--- src/include/station_pkg.sv ---
// shared constants, types and register map for the station status word writer
package station_pkg;
    localparam int ADDR_W = 8;
    localparam int DATA_W = 32;
    localparam int WORD_W = 16;
    localparam int MEM_ADDR_W = 12;
    // register offsets (byte addresses)
    localparam logic [ADDR_W-1:0] OFS_STATUS = 8'h00;
    localparam logic [ADDR_W-1:0] OFS_TARGET = 8'h04;
    localparam logic [ADDR_W-1:0] OFS_ERRORS = 8'h08;
    localparam logic [ADDR_W-1:0] OFS_NOTIFY = 8'h0c;
    // status word field positions
    localparam int BIT_BOARD_ERR = 15;
    localparam int BIT_HOST_ERR = 14;
    localparam int STATION_LSB = 0;
    localparam int STATION_W = 4;
    localparam logic [STATION_W-1:0] STATION_NONE = 4'h0;
    // target register fields
    localparam int TGT_VALID_BIT = 31;
    localparam int TGT_BIT_FLAG = 30;
    localparam int TGT_AREA_LSB = 16;
    localparam int TGT_AREA_W = 2;
    localparam int TGT_ADDR_LSB = 0;
    // errors register fields
    localparam int ERR_BOARD_BIT = 0;
    localparam int ERR_HOST_BIT = 1;
    // notify register fields
    localparam int NTF_PROTO_BIT = 0;
    localparam int NTF_HOSTREQ_BIT = 1;
    localparam logic [DATA_W-1:0] RD_ZERO = 32'h0000_0000;
    localparam logic [WORD_W-1:0] WORD_ZERO = 16'h0000;
    localparam logic [MEM_ADDR_W-1:0] MEM_ADDR_ZERO = 12'h000;
    // memory areas
    typedef enum logic [1:0] {
        AREA_SYSTEM = 2'b00,
        AREA_USER_WORD = 2'b01,
        AREA_USER_RETAINED = 2'b10,
        AREA_NONE = 2'b11
    } mem_area_t;
    // register bus request
    typedef struct packed {
        logic [ADDR_W-1:0] addr;
        logic [DATA_W-1:0] wdata;
        logic wr;
        logic rd;
    } reg_req_t;
    // memory word write toward the terminal internal memory
    typedef struct packed {
        logic valid;
        mem_area_t area;
        logic [MEM_ADDR_W-1:0] addr;
        logic [WORD_W-1:0] data;
    } mem_wr_t;
endpackage

--- src/core/station_line_sync.sv ---
// three-stage synchroniser with agreement filter for the station id lines
`timescale 1ns/1ps
module station_line_sync #(
    parameter int WIDTH = 4
) (
    input wire logic core_clk,
    input wire logic reset,
    input wire logic [WIDTH-1:0] async_in,
    output logic [WIDTH-1:0] stable_out
);
    logic [WIDTH-1:0] s1_r, s2_r, s3_r, out_r;
    logic [WIDTH-1:0] out_nxt;

    // per line: accept a new level only once stages two and three agree
    genvar g;
    generate
        for (g = 0; g < WIDTH; g++) begin : g_line
            always_comb begin
                out_nxt[g] = (s2_r[g] == s3_r[g]) ? s3_r[g] : out_r[g];
            end
        end
    endgenerate

    // first stage feeds only the second
    always_ff @(posedge core_clk) begin
        if (reset) begin
            s1_r <= '0;
            s2_r <= '0;
            s3_r <= '0;
            out_r <= '0;
        end else begin
            s1_r <= async_in;
            s2_r <= s1_r;
            s3_r <= s2_r;
            out_r <= out_nxt;
        end
    end

    assign stable_out = out_r;
endmodule // station_line_sync

--- src/core/station_status_writer.sv ---
// station detection status word builder, register slave and memory word writer
`timescale 1ns/1ps
// Function
// - station lines 1 to 4 land in status bits 0 to 3 in order
// - station value zero means no box, 1 to 15 is binary station number
// - a line reads 1 when its level is on, 0 when off
// - bit 15 set on board fault blocking function key status, clear otherwise
// - bit 14 set on host communications error, clear when normal
// - status word goes to exactly one word in one user memory area
// - target must be a word address in user memory, never system area
// - after reset no target is assigned and nothing is written
// - in command-response mode key and stop notifications go to terminal memory only
module station_status_writer
    import station_pkg::*;
(
    input wire logic core_clk,
    input wire logic reset,
    input station_pkg::reg_req_t reg_req,
    output logic [station_pkg::DATA_W-1:0] reg_rdata,
    input wire logic [3:0] station_id_line,
    input wire logic board_fault,
    input wire logic host_comm_error,
    output station_pkg::mem_wr_t mem_wr,
    output logic notify_to_host
);
    import station_pkg::*;

    logic [STATION_W-1:0] station_sync;
    logic [WORD_W-1:0] word_now;
    logic [WORD_W-1:0] word_last_r, word_last_nxt;
    logic tgt_valid_r, tgt_valid_nxt;
    logic tgt_dirty_r, tgt_dirty_nxt;
    logic notify_r, notify_nxt;
    mem_area_t tgt_area_r, tgt_area_nxt;
    logic [MEM_ADDR_W-1:0] tgt_addr_r, tgt_addr_nxt;
    logic sw_board_r, sw_board_nxt;
    logic sw_host_r, sw_host_nxt;
    logic proto_cr_r, proto_cr_nxt;
    logic host_req_r, host_req_nxt;
    logic [DATA_W-1:0] rdata_r, rdata_nxt;
    mem_wr_t wr_r, wr_nxt;
    logic need_write;
    mem_area_t req_area;
    logic req_ok;

    // pin lines from the box are asynchronous
    station_line_sync #(
        .WIDTH(STATION_W)
    ) u_sync (
        .core_clk(core_clk),
        .reset(reset),
        .async_in(station_id_line),
        .stable_out(station_sync)
    );

    // status word assembly; a line at on level is 1, all zero means no box
    always_comb begin
        word_now = WORD_ZERO; // reserved bits stay zero
        word_now[STATION_LSB +: STATION_W] = station_sync;
        word_now[BIT_BOARD_ERR] = board_fault | sw_board_r;
        word_now[BIT_HOST_ERR] = host_comm_error | sw_host_r;
    end

    // a target request is taken only as a word address in a user area
    assign req_area = mem_area_t'(reg_req.wdata[TGT_AREA_LSB +: TGT_AREA_W]);
    assign req_ok = !reg_req.wdata[TGT_BIT_FLAG] &&
                    (req_area == AREA_USER_WORD || req_area == AREA_USER_RETAINED);

    // register writes and read data
    always_comb begin
        tgt_valid_nxt = tgt_valid_r;
        tgt_area_nxt = tgt_area_r;
        tgt_addr_nxt = tgt_addr_r;
        sw_board_nxt = sw_board_r;
        sw_host_nxt = sw_host_r;
        proto_cr_nxt = proto_cr_r;
        host_req_nxt = host_req_r;
        rdata_nxt = RD_ZERO;
        if (reg_req.wr) begin
            if (reg_req.addr == OFS_TARGET) begin
                // rejected target leaves the old one intact; clearing the valid bit unassigns
                if (!reg_req.wdata[TGT_VALID_BIT]) begin
                    tgt_valid_nxt = 1'b0;
                end else if (req_ok) begin
                    tgt_valid_nxt = 1'b1;
                    tgt_area_nxt = req_area;
                    tgt_addr_nxt = reg_req.wdata[TGT_ADDR_LSB +: MEM_ADDR_W];
                end
            end else if (reg_req.addr == OFS_ERRORS) begin
                sw_board_nxt = reg_req.wdata[ERR_BOARD_BIT];
                sw_host_nxt = reg_req.wdata[ERR_HOST_BIT];
            end else if (reg_req.addr == OFS_NOTIFY) begin
                proto_cr_nxt = reg_req.wdata[NTF_PROTO_BIT];
                host_req_nxt = reg_req.wdata[NTF_HOSTREQ_BIT];
            end
        end
        if (reg_req.rd) begin
            if (reg_req.addr == OFS_STATUS) begin
                // live word, so software sees the lines even with no target assigned
                rdata_nxt = {{(DATA_W-WORD_W){1'b0}}, word_now};
            end else if (reg_req.addr == OFS_TARGET) begin
                rdata_nxt[TGT_VALID_BIT] = tgt_valid_r;
                rdata_nxt[TGT_AREA_LSB +: TGT_AREA_W] = tgt_area_r;
                rdata_nxt[TGT_ADDR_LSB +: MEM_ADDR_W] = tgt_addr_r;
            end else if (reg_req.addr == OFS_ERRORS) begin
                rdata_nxt[ERR_BOARD_BIT] = sw_board_r;
                rdata_nxt[ERR_HOST_BIT] = sw_host_r;
            end else if (reg_req.addr == OFS_NOTIFY) begin
                rdata_nxt[NTF_PROTO_BIT] = proto_cr_r;
                rdata_nxt[NTF_HOSTREQ_BIT] = host_req_r;
            end
        end
    end

    // rewrite on change of the word, or once when a target becomes newly assigned
    assign need_write = tgt_valid_r && ((word_now != word_last_r) || tgt_dirty_r);

    // dirty flag: a taken target sets it, the memory write clears it;
    // a new target in the same cycle as a write wins, so the new word is still refreshed
    always_comb begin
        tgt_dirty_nxt = tgt_dirty_r;
        if (need_write) begin
            tgt_dirty_nxt = 1'b0;
        end
        if (reg_req.wr && reg_req.addr == OFS_TARGET) begin
            if (!reg_req.wdata[TGT_VALID_BIT]) begin
                tgt_dirty_nxt = 1'b0;
            end else if (req_ok) begin
                tgt_dirty_nxt = 1'b1;
            end
        end
    end

    // memory word write, a one-cycle pulse per refresh toward exactly one word
    always_comb begin
        word_last_nxt = word_last_r;
        wr_nxt = wr_r;
        wr_nxt.valid = 1'b0;
        if (need_write) begin
            wr_nxt.valid = 1'b1;
            wr_nxt.area = tgt_area_r;
            wr_nxt.addr = tgt_addr_r;
            wr_nxt.data = word_now;
            word_last_nxt = word_now;
        end
    end

    // command-response mode keeps stop and key notifications inside terminal memory
    assign notify_nxt = host_req_r && !proto_cr_r;

    // state registers only; nothing is targeted after reset
    always_ff @(posedge core_clk) begin
        if (reset) begin
            tgt_valid_r <= 1'b0;
            tgt_area_r <= AREA_NONE;
            tgt_addr_r <= MEM_ADDR_ZERO;
            tgt_dirty_r <= 1'b0;
            sw_board_r <= 1'b0;
            sw_host_r <= 1'b0;
            proto_cr_r <= 1'b0;
            host_req_r <= 1'b0;
            rdata_r <= RD_ZERO;
            word_last_r <= WORD_ZERO;
            wr_r <= '0;
            notify_r <= 1'b0;
        end else begin
            tgt_valid_r <= tgt_valid_nxt;
            tgt_area_r <= tgt_area_nxt;
            tgt_addr_r <= tgt_addr_nxt;
            tgt_dirty_r <= tgt_dirty_nxt;
            sw_board_r <= sw_board_nxt;
            sw_host_r <= sw_host_nxt;
            proto_cr_r <= proto_cr_nxt;
            host_req_r <= host_req_nxt;
            rdata_r <= rdata_nxt;
            word_last_r <= word_last_nxt;
            wr_r <= wr_nxt;
            notify_r <= notify_nxt;
        end
    end

    // outputs straight from flip-flops
    assign reg_rdata = rdata_r;
    assign mem_wr = wr_r;
    assign notify_to_host = notify_r;
endmodule // station_status_writer

--- config.mk ---
export PLATFORM = sky130hd
export DESIGN_NAME = station_status_writer
export DESIGN_NICKNAME = d
export VERILOG_FILES = /design/src/include/station_pkg.sv /design/src/core/station_line_sync.sv /design/src/core/station_status_writer.sv
export SDC_FILE = /design/constraint.sdc
export NUM_CORES = 1
export LEC_CHECK = 0
export ABC_AREA = 1
export ABC_CLOCK_PERIOD_IN_PS = 4000
export BUFFER_PORTS_ARGS = -buffer_cell sky130_fd_sc_hd__buf_2
export CAP_MARGIN = 20
export CORE_ASPECT_RATIO = 1.75
export CORE_MARGIN = 2
export CORE_UTILIZATION = 30
export DETAILED_ROUTE_END_ITERATION = 7
export PLACE_DENSITY = 0.54
export SLEW_MARGIN = 5
export SYNTH_ARGS = -nofsm -noshare
export SYNTH_HDL_FRONTEND = slang
export SYNTH_HIERARCHICAL = 1
export SYNTH_SLANG_ARGS = --single-unit
--- constraint.sdc ---
create_clock -name core_clk -period 4 [get_ports core_clk]
set_input_delay 0.2 -clock core_clk [delete_from_list [all_inputs] [get_ports core_clk]]
set_output_delay 0.2 -clock core_clk [all_outputs]
set_load 0.1 [all_outputs]
# ---- Word level (Yosys, flattened, before mapping)
# Cells that the tools add are included.
dict set report op_classes {
  add_sub_neg 0
  n_mul 0
  n_div 0
  order_cmp 0
  eq_ne 11
  shifts 0
  mux 13
  n_bitwise 6
  n_reduce_logical 16
}
# operator n
set ops {}
lappend ops {{$mux 31} 1}
lappend ops {{$eq 8x4->1 const B} 2}
lappend ops {{$mux 12} 1}
lappend ops {{$mux 10} 1}
lappend ops {{$eq 8x3->1 const B} 1}
lappend ops {{$logic_not 8->1} 1}
lappend ops {{$reduce_and 4->1} 2}
lappend ops {{$mux 1} 6}
lappend ops {{$mux 2} 3}
lappend ops {{$ne 6x6->1} 1}
lappend ops {{$reduce_and 3->1} 2}
lappend ops {{$eq 1x1->1} 4}
lappend ops {{$logic_and 1x1->1} 4}
lappend ops {{$mux 4} 1}
lappend ops {{$not 1->1} 4}
lappend ops {{$reduce_or 4->1} 1}
lappend ops {{$reduce_or 3->1} 1}
lappend ops {{$eq 2x1->1 const B} 1}
lappend ops {{$eq 2x2->1 const B} 1}
lappend ops {{$logic_not 1->1} 2}
lappend ops {{$logic_or 1x1->1} 2}
lappend ops {{$ne 2x1->1 const B} 1}
lappend ops {{$or 1x1->1} 2}
lappend ops {{$reduce_or 2->1} 1}
dict set report totals {
  reg_bits 90
  latchBits 0
  mem_bits_rw 0
  rom_bits 0
  inputBits 50
  out_inout_bits 64
  wordCells 70
  memories 0
}

# ---- Depth between registers and ports, before layout
dict set report depth {
  word_depth 8
  mapped_depth 10
  ltp_nobuf 9
}

# ---- By module
# The synthesis kept the hierarchy.
# mod n_inst cells_each area_each_um2 seq_area_each_um2
set modules_own_cells {}
lappend modules_own_cells {station_status_writer 1 354 2573.7 1181.1}
lappend modules_own_cells {station_line_sync 1 54 480.5 320.3}

# ---- Least setup slack after synthesis
# No wires, ideal clock.
dict set report synth_path {
  kind {register to register}
  startpoint {register, netlist name mem_wr[14]}
  endpoint {register wr_r, in the netlist mem_wr[0]}
  setup_time_ns 0.119
  arrival_ns 1.835
  required_ns 3.881
  path_slack_ns 2.046
  path_stages_with_launch 8
  n_path_buf 1
  cell_sequence {dfxtp_1 o21bai_1 nand2_1 nor2_2 nand3_4 buf_2 a21oi_1 nor2_1}
}
# item line
set synth_rtl {}
lappend synth_rtl {{end signal, assigned} station_status_writer.sv:177} ;# wr_r <= wr_nxt;
lappend synth_rtl {{end, declared} station_status_writer.sv:41} ;# mem_wr_t wr_r, wr_nxt;

# ---- Worst setup path after layout
dict set report layout_path {
  startpoint {register sw_host_r}
  endpoint {register wr_r, in the netlist mem_wr[17]}
}
dict set report layout_between {
  elab_chain_len 4
}
# item line
set layout_lines {}
lappend layout_lines {{start, declared} station_status_writer.sv:37} ;# logic sw_host_r, sw_host_nxt;
lappend layout_lines {{start signal, assigned} station_status_writer.sv:172} ;# sw_host_r <= sw_host_nxt;
lappend layout_lines {{$or 1x1->1} station_status_writer.sv:61} ;# word_now[BIT_HOST_ERR] = host_comm_error | sw_host_r;
lappend layout_lines {{$ne 6x6->1} station_status_writer.sv:116} ;# assign need_write = tgt_valid_r && ((word_now != word_last_r) || tgt_dirty_r);
lappend layout_lines {{$logic_or 1x1->1} station_status_writer.sv:116}
lappend layout_lines {{$logic_and 1x1->1} station_status_writer.sv:116}
# Every way passes these cells.
# A chain may end at the register's enable or synchronous reset.

==> metrics.cfg <==
[detailed_routing]
antenna_left=0
wl_per_cell_um=12.0
dr_total_vias=2570
dr.pass1.iters=4
via_per_inst=4.25
drt_iter0_markers=40
drt-total-wl_um=7240
drc_errors=0

[hold_path]
min_from=station_id_line[1]
hold-path-endpoint=u_sync/s1_r[1]
hp-class=primary input to flip-flop
hold_depth=3

[logic_synthesis]
netlist_top_cells_count=90 x nor2_1, 75 x dfxtp_1, 53 x nand2_1, 46 x inv_1, 30 x a21oi_1
synth.most_common_cell=nor2_1
synth_seq_cells=75
netlist_instances=408
ys_async_sr_fraction_pct=0
synth.yosys.seq_area_share_pct=49.2
ys_warn_count=6
synth_cell_types=29
ys.flop_type=dfxtp_1
syn_area_um2=3050
synth_area_leaders=dfxtp_1 49%, nor2_1 11%, nand2_1 6.5%
synth_top_cell_by_area=dfxtp_1
synth_top_area_share_pct=49.2
avgSynthCellArea_um2=7.49
synth_edf_count=0

[sta]
fmax_mhz=608
skew_ns=0.00594
setup_violations=0
finalSetupTns_ns=0
fin_crit_sh_pct=41.1
max_slew_margin_pct=57.5
rsz0062_at_grt=false
maxSlewViolCount=0
min_period_ns=1.64
worst_slew_pin_slew_ns=0.636
final-hold-violation-count=0

[clocking]
cts_sinks=75
h-tree-depth=3
root_buffer=clkbuf_16
hold_buffers=0
insertion_delay_ns=0.33
cts_resized=0
cts_setup_buffers=0
cts_tree=built
cts.reportedPaths.clkPinSlew_ns=0.05
cts_buffer_depth=2
cts-buffers-inserted=9

[worst_setup_path]
arrival_ns=1.86
slowest_delay_ns=0.47
reg2regPathDepth=7
r2r_end=mem_wr[17]
crit_start=sw_host_r
slowest_stage=dfxtp_1
reg2reg_from=sw_host_r
critPathRequiredTime_ns=4.21
crit_fanout=37
r2r_slack_ns=2.36
start_kind=flip-flop
worstPathCellList=nor2_1 -> nand2_1 -> nand2_1 -> nor2_2 -> nand3_4 -> a21oi_1 -> nor2_1
endpoint_kind=flip-flop
worstSetupPathType=flip-flop to flip-flop

[die]
die_y_um=137
dieArea_um2=11000
row_count=48
core_area_um2=9910
ios=114
die_w_um=80.3
initial_utilization_pct=30.8

[grt]
grt_pass1_vias=2460
grt_usage_pct=14.2
overflow=0
antenna_found_initial=0
grt_pass1_wl_um=11900
grt_max_degree=38

[cells_and_area]
fin_util_pct=37.2
multi_input_area_um2=1180
nets=526
drive_gt1_share_pct=20.7
regArea_um2=1500
antenna_cells=0
fillers=1071
finalNonFillerCells=604
syn2layout_area_growth_pct=20.8

[place]
dp.cells=590
io_buffers=72
gp_congestion=0.793
hpwl_um=5320

[status]
status=finished, final reports clean

[pwr]
power_density_nw_per_um2=459
power.leakage_nw=1.70
p_total_mw=1.69
ir_worst_vdd_mv=0.260

[flow_run]
max_cap_viol_count=0

## worst max-delay path: cells and delay by family (launching register included)
| kind | cells | cell delay (ns) |
|---|---|---|
| and+or+nand+nor | 6 | 0.80 |
| DFF | 1 | 0.47 |
| AOI/OAI and AO/OA | 1 | 0.25 |
## power by group
group	total, mW	internal, mW	switching [mW]
logic	0.166	0.0235	0.143
registers	0.755	0.753	0.00219
clock network	0.773	0.493	0.281
total	1.69	1.27	0.425
## state kept, by name, indices dropped and copies added, names as in the netlist
signal             cells
mem_wr                21
tgt_addr_r            12
tgt_dirty_r            1
reg_rdata             17
proto_cr_r             1
u_sync/s3_r            4
u_sync/stable_out      4
tgt_area_r             2
u_sync/s1_r            4
notify_to_host         1
sw_host_r              1
host_req_r             1
sw_board_r             1
u_sync/s2_r            4
tgt_valid_r            1
## final cells by class
type / count / share of cell area, %
clock buffer: 12 / 6.68
clock inverter: 2 / 1.02
inverter: 51 / 5.22
multi-input combinational: 265 / 32.0
sequential: 75 / 40.7
tap: 125 / 4.24
timing repair buffer: 74 / 10.2
## how the worst max path moves through the flow
stage,endpoint,slack [ns],cells after the start
floorplan,mem_wr[0],2.05,7
global placement,reg_rdata[2],2.34,6
detailed placement,reg_rdata[2],2.30,6
CTS,mem_wr[19],2.33,7
global route,mem_wr[0],2.14,7
finish,mem_wr[17],2.36,7
## metal layers
metal	vias to the layer above	GRT usage, %	part of all wire, %
met5	-	0	0
met4	0	6.69	2.5
met3	11	3.21	5.2
met2	81	26.0	53
met1	1134	15.0	39
li1	1344	-	-
## placed cells by master, fill, tap and decap left out, types with 2 or more instances in the layout
master     count
nor2_4         2
o21ai_0       14
clkbuf_16      9
dfxtp_1       75
buf_4          2
o21ai_1        6
nand3_2        2
inv_1         46
o22ai_1        2
conb_1        25
buf_2         72
clkbuf_1       2
nand2_1       53
a21oi_1       30
nor3_1         2
nor2_1        90
mux2i_1        2
inv_2          3
nor2_2         2
nand3_1       29
## cell families (layout without fill, tap and decap cells)
kind of cell | after synthesis | count (layout) | synth area share, %
buffers and inverters | 92 | 139 | 15.2
DFF | 75 | 75 | 49.2
other | 1 | 25 | 0.123
and+or+nand+nor | 185 | 185 | 26.1
AOI/OAI and AO/OA | 53 | 53 | 8.85
muxes | 2 | 2 | 0.655
## per-stage QoR
step                hold WS, ns  setup slack (ns)  cell area (um2)
detailed placement        0.396              2.30             3410
global route             0.0813              2.14             3690
CTS                      0.0632              2.33             3690
global placement          0.390              2.34             3410
finish                   0.0708              2.36             3690
floorplan                 0.271              2.05             3140
Power figures use the tool's default switching activity.
